==> src/common/rwmc_pkg.sv <==
// Package for the radio wake and modem configuration register bank.
// Assumes a single 100 MHz system clock and an 8-bit register port.
package rwmc_pkg;

  // ----------------------------------------------------------------
  // Register port widths
  // ----------------------------------------------------------------
  localparam int unsigned ADDR_W = 10;
  localparam int unsigned DATA_W = 8;

  // ----------------------------------------------------------------
  // Register offsets
  // ----------------------------------------------------------------
  localparam logic [9:0] OFS_WAKE_THR_LOW   = 10'h104;
  localparam logic [9:0] OFS_WAKE_THR_HIGH  = 10'h105;
  localparam logic [9:0] OFS_LISTEN_PERIOD  = 10'h106;
  localparam logic [9:0] OFS_TICK_DIVIDER   = 10'h107;
  localparam logic [9:0] OFS_LEVEL_THR      = 10'h108;
  localparam logic [9:0] OFS_TUNE_LOW       = 10'h109;
  localparam logic [9:0] OFS_TUNE_MID       = 10'h10A;
  localparam logic [9:0] OFS_TUNE_HIGH      = 10'h10B;
  localparam logic [9:0] OFS_RATE_LOW       = 10'h10C;
  localparam logic [9:0] OFS_RATE_DEV_HIGH  = 10'h10D;
  localparam logic [9:0] OFS_DEV_LOW        = 10'h10E;
  localparam logic [9:0] OFS_CORR_BW        = 10'h10F;
  localparam logic [9:0] OFS_POST_FILTER    = 10'h110;
  localparam logic [9:0] OFS_SPARE          = 10'h111;
  localparam logic [9:0] OFS_LOOP_PHASE     = 10'h112;
  localparam logic [9:0] OFS_CONTROL        = 10'h180;
  localparam logic [9:0] OFS_IRQ_STATUS     = 10'h181;
  localparam logic [9:0] OFS_IRQ_MASK       = 10'h182;
  localparam logic [9:0] OFS_WAKE_CNT_LOW   = 10'h183;
  localparam logic [9:0] OFS_WAKE_CNT_HIGH  = 10'h184;
  localparam logic [9:0] OFS_STATE          = 10'h185;
  localparam int unsigned CFG_FIRST         = 32'(OFS_WAKE_THR_LOW);
  localparam int unsigned CFG_COUNT         = 15;

  // ----------------------------------------------------------------
  // Field positions
  // ----------------------------------------------------------------
  localparam int unsigned CTL_SMART_WAKE_BIT  = 0;
  localparam int unsigned CTL_LEVEL_DET_BIT   = 1;
  localparam int unsigned CTL_WAKE_TIMER_BIT  = 2;
  localparam int unsigned CTL_GO_SLEEP_BIT    = 7;
  localparam int unsigned IRQ_WAKE_COUNT_BIT  = 0;
  localparam int unsigned IRQ_PREAMBLE_BIT    = 1;
  localparam int unsigned IRQ_LEVEL_BIT       = 2;
  localparam int unsigned IRQ_DWELL_END_BIT   = 3;
  localparam int unsigned IRQ_W               = 4;
  localparam int unsigned RATE_HI_LSB         = 0;
  localparam int unsigned DEV_HI_LSB          = 4;
  localparam int unsigned PHASE_LSB           = 0;
  localparam int unsigned LOOP_ADJ_LSB        = 2;

  // ----------------------------------------------------------------
  // Reset values
  // ----------------------------------------------------------------
  localparam logic [7:0]  RST_CFG_BYTE  = 8'h00;
  localparam logic [7:0]  RST_CONTROL   = 8'h00;
  localparam logic [3:0]  RST_IRQ_MASK  = 4'h0;
  localparam logic [15:0] RST_WAKE_CNT  = 16'h0000;

  // ----------------------------------------------------------------
  // Timing
  // ----------------------------------------------------------------
  localparam int unsigned CLK_HZ          = 100_000_000;
  localparam int unsigned TICK_REF_HZ     = 6_500_000;
  localparam int unsigned TICK_REF_MULT   = 128;
  localparam int unsigned PRESCALE_CYC    = (TICK_REF_MULT * (CLK_HZ / 100)) / (TICK_REF_HZ / 100);
  localparam int signed   LEVEL_OFFSET_DB = 107;

  // ----------------------------------------------------------------
  // Types
  // ----------------------------------------------------------------
  typedef enum logic [1:0] {
    ST_SLEEP     = 2'b00,
    ST_LISTEN    = 2'b01,
    ST_RECEIVE   = 2'b11,
    ST_RADIO_OFF = 2'b10
  } rwmc_state_t;

  typedef struct packed {
    logic [9:0] addr;
    logic [7:0] wdata;
    logic       wr;
    logic       rd;
  } rwmc_bus_req_t;

  typedef struct packed {
    logic [23:0] tuning_word;
    logic [11:0] bit_rate_code;
    logic [11:0] tone_deviation_code;
    logic [7:0]  correlator_bandwidth;
    logic [7:0]  post_detector_filter_width;
    logic [1:0]  correlator_phase;
    logic [5:0]  rx_loop_bandwidth_adjust;
  } rwmc_radio_cfg_t;

endpackage : rwmc_pkg

==> src/core/rwmc_top.sv <==
// Radio wake and modem configuration register bank with smart wake sequencer.
// Assumes one 100 MHz clock, synchronous active-low reset, an 8-bit register
// port with read data one cycle after the read strobe, and asynchronous
// wake timer and preamble detect inputs.
//
// Overview of operation
// Wake-count threshold high byte at 0x105, low byte at 0x104.
// Wake count above threshold enters radio off and flags wake-count interrupt.
// Smart wake: listen on stored channel for dwell, sleep if no preamble.
// Dwell tick is 128 times divider over 6.5 MHz; dwell is count ticks.
// Level threshold in dBm equals register value minus 107.
// 24-bit tuning word from three bytes, lowest first; frequency 26 MHz times word/65536.
// 12-bit rate code from 0x10C and low nibble of 0x10D; rate 100 bps steps.
// 12-bit deviation code from 0x10E and high nibble of 0x10D; 100 Hz steps.
// Byte at 0x10F sets correlator demodulator bandwidth.
// Post-detector filter width is twice the code; software keeps it 1 to 255.
// Software writes zero to loop adjust field unless table select is 1 or 3.
// Low two bits of 0x112 set correlator demodulator phase.
// Software writes zero to the spare configuration byte.
`timescale 1ns/100ps
module rwmc_top #(
  parameter int unsigned PRESCALE = rwmc_pkg::PRESCALE_CYC
) (
  // Clock and reset
  input  wire logic                     clk_sys_i,
  input  wire logic                     rst_n_i,
  // Register port
  input  wire rwmc_pkg::rwmc_bus_req_t  bus_req_i,
  output logic [7:0]                    bus_rdata_o,
  // Radio side events
  input  wire logic                     wake_timer_i,
  input  wire logic                     preamble_det_i,
  input  wire logic signed [7:0]        rssi_dbm_i,
  // Radio control
  output rwmc_pkg::rwmc_radio_cfg_t     radio_cfg_o,
  output logic [23:0]                   rx_tuning_word_o,
  output logic                          rx_enable_o,
  output logic                          sleep_o,
  output logic                          radio_off_o,
  // Interrupt
  output logic                          irq_o
);

  // ----------------------------------------------------------------
  // Address decode
  // ----------------------------------------------------------------
  function automatic logic is_cfg(input logic [9:0] a);
    is_cfg = (a >= rwmc_pkg::OFS_WAKE_THR_LOW) && (a <= rwmc_pkg::OFS_LOOP_PHASE);
  endfunction : is_cfg

  function automatic logic [3:0] cfg_idx(input logic [9:0] a);
    logic [9:0] d;
    d       = a - rwmc_pkg::OFS_WAKE_THR_LOW;
    cfg_idx = d[3:0];
  endfunction : cfg_idx

  localparam int unsigned N = rwmc_pkg::CFG_COUNT;

  logic [7:0]        cfg_mem_r [N];
  logic [7:0]        control_r;
  logic [3:0]        irq_status_r;
  logic [3:0]        irq_mask_r;
  logic [15:0]       wake_cnt_r;
  rwmc_pkg::rwmc_state_t state_r;
  logic [7:0]        rdata_r;
  logic              irq_r;

  logic              wr_cfg;
  logic              go_sleep;
  logic [3:0]        irq_set;
  logic [3:0]        irq_clr;

  // ----------------------------------------------------------------
  // Register strobes
  // ----------------------------------------------------------------
  assign wr_cfg   = bus_req_i.wr && is_cfg(bus_req_i.addr);
  assign go_sleep = bus_req_i.wr && (bus_req_i.addr == rwmc_pkg::OFS_CONTROL)
                    && bus_req_i.wdata[rwmc_pkg::CTL_GO_SLEEP_BIT];
  assign irq_clr  = (bus_req_i.rd && (bus_req_i.addr == rwmc_pkg::OFS_IRQ_STATUS)) ? 4'hF : 4'h0;

  // ----------------------------------------------------------------
  // Configuration bytes
  // ----------------------------------------------------------------
  genvar gi;
  generate
    for (gi = 0; gi < N; gi++) begin : g_cfg
      always_ff @(posedge clk_sys_i) begin
        if (!rst_n_i) begin
          cfg_mem_r[gi] <= rwmc_pkg::RST_CFG_BYTE;
        end else if (wr_cfg && (cfg_idx(bus_req_i.addr) == 4'(gi))) begin
          cfg_mem_r[gi] <= bus_req_i.wdata;
        end
      end
    end
  endgenerate

  // ----------------------------------------------------------------
  // Named views of the bank
  // ----------------------------------------------------------------
  logic [15:0] wake_thr;
  logic [7:0]  listen_period;
  logic [7:0]  tick_div;
  logic [7:0]  level_thr;

  assign wake_thr      = {cfg_mem_r[1], cfg_mem_r[0]};
  assign listen_period = cfg_mem_r[2];
  assign tick_div      = cfg_mem_r[3];
  assign level_thr     = cfg_mem_r[4];

  // ----------------------------------------------------------------
  // Control and mask registers
  // ----------------------------------------------------------------
  always_ff @(posedge clk_sys_i) begin
    if (!rst_n_i) begin
      control_r <= rwmc_pkg::RST_CONTROL;
    end else if (bus_req_i.wr && (bus_req_i.addr == rwmc_pkg::OFS_CONTROL)) begin
      control_r <= {1'b0, bus_req_i.wdata[6:0]};
    end
  end

  always_ff @(posedge clk_sys_i) begin
    if (!rst_n_i) begin
      irq_mask_r <= rwmc_pkg::RST_IRQ_MASK;
    end else if (bus_req_i.wr && (bus_req_i.addr == rwmc_pkg::OFS_IRQ_MASK)) begin
      irq_mask_r <= bus_req_i.wdata[3:0];
    end
  end

  // ----------------------------------------------------------------
  // Input synchronisers
  // ----------------------------------------------------------------
  logic [1:0] wake_sync_r;
  logic [1:0] pre_sync_r;
  logic       wake_prev_r;
  logic       wake_edge;

  always_ff @(posedge clk_sys_i) begin
    if (!rst_n_i) begin
      wake_sync_r <= 2'h0;
      pre_sync_r  <= 2'h0;
      wake_prev_r <= 1'b0;
    end else begin
      wake_sync_r <= {wake_sync_r[0], wake_timer_i};
      pre_sync_r  <= {pre_sync_r[0], preamble_det_i};
      wake_prev_r <= wake_sync_r[1];
    end
  end

  assign wake_edge = wake_sync_r[1] && !wake_prev_r
                     && control_r[rwmc_pkg::CTL_WAKE_TIMER_BIT];

  // ----------------------------------------------------------------
  // Dwell tick divider
  // ----------------------------------------------------------------
  localparam int unsigned PS_W = $clog2(PRESCALE + 1);

  logic [PS_W-1:0] pre_cnt_r;
  logic [7:0]      div_cnt_r;
  logic [7:0]      dwell_cnt_r;
  logic            pre_pulse;
  logic            dwell_tick;
  logic            dwell_done;
  logic            listening;

  assign listening  = (state_r == rwmc_pkg::ST_LISTEN);
  assign pre_pulse  = listening && (pre_cnt_r == PS_W'(PRESCALE - 1));
  assign dwell_tick = pre_pulse && ((div_cnt_r + 8'h01) >= tick_div);
  assign dwell_done = dwell_tick && ((dwell_cnt_r + 8'h01) >= listen_period);

  always_ff @(posedge clk_sys_i) begin
    if (!rst_n_i || !listening) begin
      pre_cnt_r <= '0;
    end else if (pre_pulse) begin
      pre_cnt_r <= '0;
    end else begin
      pre_cnt_r <= pre_cnt_r + PS_W'(1);
    end
  end

  always_ff @(posedge clk_sys_i) begin
    if (!rst_n_i || !listening) begin
      div_cnt_r <= 8'h00;
    end else if (dwell_tick) begin
      div_cnt_r <= 8'h00;
    end else if (pre_pulse) begin
      div_cnt_r <= div_cnt_r + 8'h01;
    end
  end

  always_ff @(posedge clk_sys_i) begin
    if (!rst_n_i || !listening) begin
      dwell_cnt_r <= 8'h00;
    end else if (dwell_tick) begin
      dwell_cnt_r <= dwell_cnt_r + 8'h01;
    end
  end

  // ----------------------------------------------------------------
  // Signal level detection
  // ----------------------------------------------------------------
  logic signed [9:0] level_dbm;
  logic              level_hit;

  assign level_dbm = $signed({2'b00, level_thr}) - 10'(rwmc_pkg::LEVEL_OFFSET_DB);
  assign level_hit = listening && control_r[rwmc_pkg::CTL_LEVEL_DET_BIT]
                     && ($signed({{2{rssi_dbm_i[7]}}, rssi_dbm_i}) > level_dbm);

  // ----------------------------------------------------------------
  // Wake count
  // ----------------------------------------------------------------
  logic [15:0] wake_cnt_inc;
  logic        wake_over;

  assign wake_cnt_inc = wake_cnt_r + 16'h0001;
  assign wake_over    = wake_cnt_inc > wake_thr;

  always_ff @(posedge clk_sys_i) begin
    if (!rst_n_i) begin
      wake_cnt_r <= rwmc_pkg::RST_WAKE_CNT;
    end else if (wake_edge && (state_r == rwmc_pkg::ST_SLEEP)) begin
      wake_cnt_r <= wake_cnt_inc;
    end else if (bus_req_i.wr && (bus_req_i.addr == rwmc_pkg::OFS_WAKE_CNT_LOW)) begin
      wake_cnt_r[7:0] <= bus_req_i.wdata;
    end else if (bus_req_i.wr && (bus_req_i.addr == rwmc_pkg::OFS_WAKE_CNT_HIGH)) begin
      wake_cnt_r[15:8] <= bus_req_i.wdata;
    end
  end

  // ----------------------------------------------------------------
  // Smart wake sequencer
  // ----------------------------------------------------------------
  logic pre_seen;

  assign pre_seen = listening && pre_sync_r[1];

  always_ff @(posedge clk_sys_i) begin
    if (!rst_n_i) begin
      state_r <= rwmc_pkg::ST_SLEEP;
    end else begin
      unique case (state_r)
        rwmc_pkg::ST_SLEEP: begin
          if (wake_edge && wake_over) begin
            state_r <= rwmc_pkg::ST_RADIO_OFF;
          end else if (wake_edge && control_r[rwmc_pkg::CTL_SMART_WAKE_BIT]) begin
            state_r <= rwmc_pkg::ST_LISTEN;
          end
        end
        rwmc_pkg::ST_LISTEN: begin
          if (go_sleep) begin
            state_r <= rwmc_pkg::ST_SLEEP;
          end else if (pre_seen || level_hit) begin
            state_r <= rwmc_pkg::ST_RECEIVE;
          end else if (dwell_done) begin
            state_r <= rwmc_pkg::ST_SLEEP;
          end
        end
        rwmc_pkg::ST_RECEIVE, rwmc_pkg::ST_RADIO_OFF: begin
          if (go_sleep) begin
            state_r <= rwmc_pkg::ST_SLEEP;
          end
        end
      endcase
    end
  end

  // ----------------------------------------------------------------
  // Interrupt status, read clears, set wins
  // ----------------------------------------------------------------
  always_comb begin
    irq_set = 4'h0;
    irq_set[rwmc_pkg::IRQ_WAKE_COUNT_BIT] = wake_edge && wake_over
                                            && (state_r == rwmc_pkg::ST_SLEEP);
    irq_set[rwmc_pkg::IRQ_PREAMBLE_BIT]   = pre_seen;
    irq_set[rwmc_pkg::IRQ_LEVEL_BIT]      = level_hit;
    irq_set[rwmc_pkg::IRQ_DWELL_END_BIT]  = dwell_done && !pre_seen && !level_hit;
  end

  logic [3:0] irq_status_nxt;
  logic [3:0] irq_mask_nxt;

  assign irq_status_nxt = (irq_status_r & ~irq_clr) | irq_set;
  assign irq_mask_nxt   = (bus_req_i.wr && (bus_req_i.addr == rwmc_pkg::OFS_IRQ_MASK))
                          ? bus_req_i.wdata[3:0] : irq_mask_r;

  always_ff @(posedge clk_sys_i) begin
    if (!rst_n_i) begin
      irq_status_r <= 4'h0;
    end else begin
      irq_status_r <= irq_status_nxt;
    end
  end

  // ----------------------------------------------------------------
  // Interrupt output
  // ----------------------------------------------------------------
  always_ff @(posedge clk_sys_i) begin
    if (!rst_n_i) begin
      irq_r <= 1'b0;
    end else begin
      irq_r <= |(irq_status_nxt & irq_mask_nxt);
    end
  end

  // ----------------------------------------------------------------
  // Read data
  // ----------------------------------------------------------------
  always_ff @(posedge clk_sys_i) begin
    if (!rst_n_i) begin
      rdata_r <= 8'h00;
    end else if (bus_req_i.rd) begin
      if (is_cfg(bus_req_i.addr)) begin
        rdata_r <= cfg_mem_r[cfg_idx(bus_req_i.addr)];
      end else begin
        unique case (bus_req_i.addr)
          rwmc_pkg::OFS_CONTROL:       rdata_r <= control_r;
          rwmc_pkg::OFS_IRQ_STATUS:    rdata_r <= {4'h0, irq_status_r};
          rwmc_pkg::OFS_IRQ_MASK:      rdata_r <= {4'h0, irq_mask_r};
          rwmc_pkg::OFS_WAKE_CNT_LOW:  rdata_r <= wake_cnt_r[7:0];
          rwmc_pkg::OFS_WAKE_CNT_HIGH: rdata_r <= wake_cnt_r[15:8];
          rwmc_pkg::OFS_STATE:         rdata_r <= {6'h00, state_r};
          default:                     rdata_r <= 8'h00;
        endcase
      end
    end else begin
      rdata_r <= 8'h00;
    end
  end

  // ----------------------------------------------------------------
  // Radio outputs
  // ----------------------------------------------------------------
  rwmc_pkg::rwmc_radio_cfg_t cfg_r;
  logic                      rx_en_r;
  logic                      sleep_r;
  logic                      off_r;

  always_ff @(posedge clk_sys_i) begin
    if (!rst_n_i) begin
      cfg_r <= '0;
    end else begin
      cfg_r.tuning_word                <= {cfg_mem_r[7], cfg_mem_r[6], cfg_mem_r[5]};
      cfg_r.bit_rate_code              <= {cfg_mem_r[9][rwmc_pkg::RATE_HI_LSB +: 4], cfg_mem_r[8]};
      cfg_r.tone_deviation_code        <= {cfg_mem_r[9][rwmc_pkg::DEV_HI_LSB +: 4], cfg_mem_r[10]};
      cfg_r.correlator_bandwidth       <= cfg_mem_r[11];
      cfg_r.post_detector_filter_width <= cfg_mem_r[12];
      cfg_r.correlator_phase           <= cfg_mem_r[14][rwmc_pkg::PHASE_LSB +: 2];
      cfg_r.rx_loop_bandwidth_adjust   <= cfg_mem_r[14][rwmc_pkg::LOOP_ADJ_LSB +: 6];
    end
  end

  // ----------------------------------------------------------------
  // State outputs
  // ----------------------------------------------------------------
  always_ff @(posedge clk_sys_i) begin
    if (!rst_n_i) begin
      rx_en_r <= 1'b0;
      sleep_r <= 1'b1;
      off_r   <= 1'b0;
    end else begin
      rx_en_r <= (state_r == rwmc_pkg::ST_LISTEN) || (state_r == rwmc_pkg::ST_RECEIVE);
      sleep_r <= (state_r == rwmc_pkg::ST_SLEEP);
      off_r   <= (state_r == rwmc_pkg::ST_RADIO_OFF);
    end
  end

  assign bus_rdata_o      = rdata_r;
  assign radio_cfg_o      = cfg_r;
  assign rx_tuning_word_o = cfg_r.tuning_word;
  assign rx_enable_o      = rx_en_r;
  assign sleep_o          = sleep_r;
  assign radio_off_o      = off_r;
  assign irq_o            = irq_r;

endmodule : rwmc_top

==> config.mk <==
export PLATFORM = sky130hd
export DESIGN_NAME = rwmc_top
export DESIGN_NICKNAME = d
export VERILOG_FILES = /design/src/common/rwmc_pkg.sv /design/src/core/rwmc_top.sv
export SDC_FILE = /design/constraint.sdc
export NUM_CORES = 1
export LEC_CHECK = 0
export BUFFER_PORTS_ARGS = -buffer_cell sky130_fd_sc_hd__buf_2
export CAP_MARGIN = 10
export CELL_PAD_IN_SITES_DETAIL_PLACEMENT = 1
export CELL_PAD_IN_SITES_GLOBAL_PLACEMENT = 1
export CORE_ASPECT_RATIO = 0.75
export CORE_MARGIN = 5
export CORE_UTILIZATION = 28
export CTS_CLUSTER_SIZE = 10
export DETAILED_ROUTE_END_ITERATION = 12
export GPL_TIMING_DRIVEN = 0
export PLACE_DENSITY = 0.52
export SLEW_MARGIN = 25
export SYNTH_ARGS = -nofsm -noshare
export SYNTH_HDL_FRONTEND = slang
export SYNTH_SLANG_ARGS = --single-unit
==> constraint.sdc <==
create_clock -name clk_sys_i -period 7.35 [get_ports clk_sys_i]
set_input_delay 1.47 -clock clk_sys_i [delete_from_list [all_inputs] [get_ports clk_sys_i]]
set_output_delay 1.47 -clock clk_sys_i [all_outputs]
set_load 0.1 [all_outputs]
# ---- After elaboration in Yosys (flattened, before gate mapping)
# Memories as Yosys holds them, arrays and structs flattened. A register that Yosys moved wholly into a read port is not among the register bits.
# Index checks and enable logic that the tools add are counted.
dict set report totals {
  reg_bits 77
  mem_bits_rw 120
  inputBits 32
  word_cells 218
  mem_count 1
}
dict set report op_classes {
  n_addsub 6
  n_lt_le_gt_ge 6
  n_eq_ne 28
  muxes 76
  bitwise_logic 19
  reduce_logical 65
}
# name depth width rd rd_ports_with_merged_regs write_ports line
set mem_list {}
lappend mem_list {cfg_mem_r 15 8 15 9 15 rwmc_top.sv:59} ;# logic [7:0] cfg_mem_r [N];
# cell count
set op_table {}
lappend op_table {{$mux W8} 19}
lappend op_table {{$eq A10 B9 Y1 const B} 6}
lappend op_table {{$pmux W8 S6} 1}
lappend op_table {{$mux W1} 46}
lappend op_table {{$logic_and A1 B1 Y1} 37}
lappend op_table {{$eq A4 B4 Y1 const B} 7}
lappend op_table {{$add A16 B1 Y16 const B} 1}
lappend op_table {{$add A8 B1 Y8 const B} 2}
lappend op_table {{$eq A4 B3 Y1 const B} 4}
lappend op_table {{$ge A8 B8 Y1} 2}
lappend op_table {{$gt A16 B16 Y1} 1}
lappend op_table {{$mux W16} 1}
lappend op_table {{$or A1 B1 Y1} 15}
lappend op_table {{$logic_not A1 Y1} 14}
lappend op_table {{$mux W2} 6}
lappend op_table {{$add A11 B1 Y11 const B} 1}
lappend op_table {{$eq A11 B11 Y1 const B} 1}
lappend op_table {{$ge A10 B9 Y1 const B} 1}
lappend op_table {{$le A10 B9 Y1 const B} 1}
lappend op_table {{$gt A8 B9 Y1} 1}
lappend op_table {{$sub A8 B7 Y9 const B} 1}
lappend op_table {{$and A4 B4 Y4} 2}
lappend op_table {{$eq A4 B2 Y1 const B} 2}
lappend op_table {{$mux W4} 2}
lappend op_table {{other kinds (18)} 26}

# ---- Logic depth before layout (Yosys ltp)
dict set report depth {
  word_depth 9
  mapped_depth 16
  mapped_depth_nobuf 15
}

# ---- Worst setup path after synthesis
# OpenSTA, ideal clock, no wires.
dict set report synth_timing {
  path_kind {input -> register}
  startpoint {in bus_req_i[12] in the netlist's numbering}
  endpoint {mem cfg_mem_r[11][0], enable pin}
  setup_time_ns 0.384
  t_arrival_ns 3.936
  path_slack_ns 3.030
  stages 8
  n_path_buf 1
  path_cell_list {clkbuf_1 inv_1 ha_1 a311o_1 a31oi_4 and2_4 nand2_4 o21ai_0}
}
# element line
set synth_lines {}
lappend synth_lines {{from (decl)} rwmc_top.sv:28} ;# input wire rwmc_pkg::rwmc_bus_req_t bus_req_i,
lappend synth_lines {{to (decl)} rwmc_top.sv:59}

==> summary.md <==
| Metric | Value |
|---|---|
| Adder-cell share of the synthesized area | `5.08%` |
| Final hold slack | `0.433 ns` |
| Setup repair bufs after CTS | `0` |
| GRT Total Usage | `16.5%` |
| Worst-path cell chain | `buf_2, clkbuf_1, inv_1, ha_1, a311o_1, a31oi_4, and2_4, nand2_4, o21ai_1` |
| Port Buffer Count | `133` |
| Worst path slowest cell | `o21ai_1` |
| Clock power frac | `43.5%` |
| Warnings, synthesis | `0` |
| Post-synthesis sequential area ratio | `51.4%` |
| Critical Path Max Stage Delay | `0.77 ns` |
| Final Hold Vio Count | `0` |
| Simple-gate share of the synthesized area | `20.9%` |
| Gpl congestion | `0.886` |
| Final Skew | `0.0159 ns` |
| Place WS | `2.31 ns` |
| Mean post-synth cell area | `11.2 um^2` |
| Post-route cell area | `15,300 um^2` |
| Vias | `9,242` |
| IO Pins | `140` |
| Die ar. | `50,200 um^2` |
| Sw Pwr | `1.05 mW` |
| Syn Nets | `1,224` |
| Comb pwr share | `12.6%` |
| Crit Path Category | `in2reg` |
| WL/cell | `22.1 um` |
| Crit path max fanout | `9` |
| Reg power frac | `44.0%` |
| First-pass GRT wire length | `62.5 mm` |
| Layout overhead on the synthesized area | `19.6%` |
| CTS Sinks | `269` |
| Share of layout cells above drive strength 1 | `21.0%` |
| CTS Buf Count | `34` |
| Reg2Reg Depth | `14` |
| Worst EP arrival | `4.53 ns` |
| Switching part of the total | `27.9%` |
| Routed vias/inst | `4.81` |
| FMAX | `0.228 GHz` |
| Largest family of logic cells by synthesized area | `simple AND/OR/NAND/NOR gates` |
| EDFF count, synth | `120` |
| Clk_lat worst skew | `0.53 ns` |
| P_int | `2.71 mW` |
| Yosys reg bits | `269` |
| Placement Rows | `67` |
| Post-route minimum period | `4.39 ns` |
| Final Non-Filler Cells | `1,923` |
| DRC viols | `0` |
| CTS tree | `done` |
| Post-route setup slack | `2.96 ns` |
| Max_cap viols | `0` |
| Slew headroom | `34.3%` |
| RSZ-0062 raised after global routing | `false` |
| Leak Pwr | `6.21 nW` |
| Hold Buf Count CTS | `0` |
| Pwr dens | `245 nW/um^2` |
| Mux cell area share after synthesis | `7.90%` |
| Vias in the first global route | `9,552` |
| Compound-Gate Fraction of Synth Area | `6.83%` |
| Starting Density | `28.5%` |
| Max VDD drop | `120 uV` |
| Antenna violations before repair | `3` |
| Outcome | `finished clean` |
| Final setup fails | `0` |
| Cell variety after synth | `62` |
| Final period utilization | `59.7%` |
| Post-Syn Instances | `1,140` |
| Placed instance area | `14,200 um^2` |
| H-tree levels | `2` |
| Bufs on Longest Clock Path | `3` |
| Cts repair resizes | `0` |
| HPWL Detailed | `32.5 mm` |
| Xor-xnor portion of the synthesized cell area | `3.48%` |
| Root Buffer | `clkbuf_16` |
| Setup TNS | `0 ns` |
| Startpoint types | `input pin` |
| Die boundary width | `257 um` |
| Setup crit end kind | `flop` |
| Slew Viols, Final | `0` |
| Required time worst endpoint | `7.49 ns` |
| Placed cell count | `1,861` |
| Worst-path clk slew | `0.05 ns` |
| Nets@finish | `1,395` |
| Hold crit path type | `reg2reg` |
| Async set or reset register ratio after synthesis | `0%` |
| Total power | `3.76 mW` |
| Largest net degree at the start of global routing | `12` |
| Detail Route Antenna Nets | `0` |
| Detailed Routing Iterations Pass 1 | `5` |
| Drt first-iter violations | `748` |
| Synth Flop Type | `dfxtp_1` |
| Die height | `195 um` |
| Core Footprint | `44,900 um^2` |
| Synthesized area | `12,800 um^2` |
| Routed WL | `42.4 mm` |
| GRT overflow | `0` |
| Post-layout util | `34.1%` |
| WHS Path Cells | `1` |
| Pin slew with the least headroom to its limit | `0.983 ns` |
## layout make-up
cell class | count | area [um^2]
well taps | 586 | 733
repair buffers | 135 | 681
diodes | 1 | 2.50
inverters | 45 | 169
fillers | 5017 | 29600
clock buffers | 58 | 1020
multi-input cells | 748 | 5670
clock inverters | 3 | 62.6
flip-flops and latches | 269 | 6590
plain buffers | 78 | 398
## power by group through the flow
stage	clock (mW)	combinational (mW)	sequential (mW)
final	1.63	0.473	1.65
after global routing	1.75	0.493	1.66
after CTS	1.68	0.476	1.65
after detailed placement	0	0.475	1.68
after global placement	0	0.470	1.68
after floorplan	0	0.194	1.82
## flip-flops by register name, indices dropped and copies added, names as in the netlist
name,flops
irq_mask_r,4
irq_status_r,4
control_r,7
radio_off_o,1
wake_sync_r,2
sleep_o,1
state_r,2
radio_cfg_o,48
pre_cnt_r,11
wake_cnt_r,16
rx_enable_o,1
rx_tuning_word_o,24
pre_sync_r,2
irq_o,1
bus_rdata_o,8
cfg_mem_r,120
dwell_cnt_r,8
wake_prev_r,1
div_cnt_r,8
## worst max-delay path: cells and delay by family
| family | cells | cell delay, ns |
|---|---|---|
| buffers and inverters | 3 | 0.90 |
| AND/OR/NAND/NOR | 2 | 0.43 |
| AO/OA/AOI/OAI | 3 | 1.44 |
| adder cells (fa/ha/maj) | 1 | 0.27 |
## final timing paths
path	slack, ns	startpoint	end
worst min register to register	0.43	pre_sync_r[0]$_SDFF_PN0_	pre_sync_r[1]$_SDFF_PN0_
worst max-delay path	2.96	bus_req_i[12]	cfg_mem_r[8][1]$_SDFFCE_PN0P_
worst min-delay path	0.43	pre_sync_r[0]$_SDFF_PN0_	pre_sync_r[1]$_SDFF_PN0_
worst max register to register	3.08	wake_cnt_r[0]$_SDFFE_PN0P_	irq_o$_SDFF_PN0_
## kinds of logic (layout without fill, tap and decap cells)
kind of cell,after synthesis,after routing
other cells,0,1
compound gates,129,129
buf+inv,123,319
mux,56,56
fa+ha+maj,52,52
simple gates,460,460
flops,269,269
xor+xnor,51,51
## cells in the mapped netlist, types with 11 or more instances
cell	count	area share [%]
buf_4	25	1.5
nor2b_1	18	0.88
edfxtp_1	120	28
inv_1	45	1.3
ha_1	52	5.1
a21oi_1	19	0.74
clkbuf_1	40	1.2
xor2_1	29	2.0
a21boi_0	15	0.88
nand3_1	36	1.4
mux4_2	36	6.3
nor2_1	58	1.7
mux2i_1	19	1.5
nand2_1	67	2.0
dfxtp_1	149	23
o21ai_0	45	1.8
and2_1	203	9.9
xnor2_1	22	1.5
nand4_1	11	0.54
nor2_4	15	1.3
## cell usage in the layout, fill, tap and decap left out, types with 5 or more instances in the layout
master / n
a211oi_1: 5
a21boi_0: 15
a21oi_1: 19
a221oi_1: 7
a222oi_1: 5
and2_1: 203
buf_2: 142
buf_4: 27
clkbuf_1: 58
clkbuf_16: 36
dfxtp_1: 149
edfxtp_1: 120
ha_1: 52
inv_1: 45
mux2i_1: 19
mux4_2: 36
nand2_1: 67
nand2b_1: 7
nand3_1: 36
nand4_1: 11
nor2_1: 58
nor2_4: 15
nor2b_1: 18
nor3_1: 9
o211a_1: 6
o21ai_0: 30
o21ai_1: 15
xnor2_1: 22
xor2_1: 29
## metal layers
layer,vias up,track usage [%],part of all wire [%]
met1,4661,24.1,49
li1,4307,-,-
met3,60,3.40,5.6
met5,-,0,0.031
met4,2,4.31,2.3
met2,212,24.8,43
(Power assumes the default switching activity.)
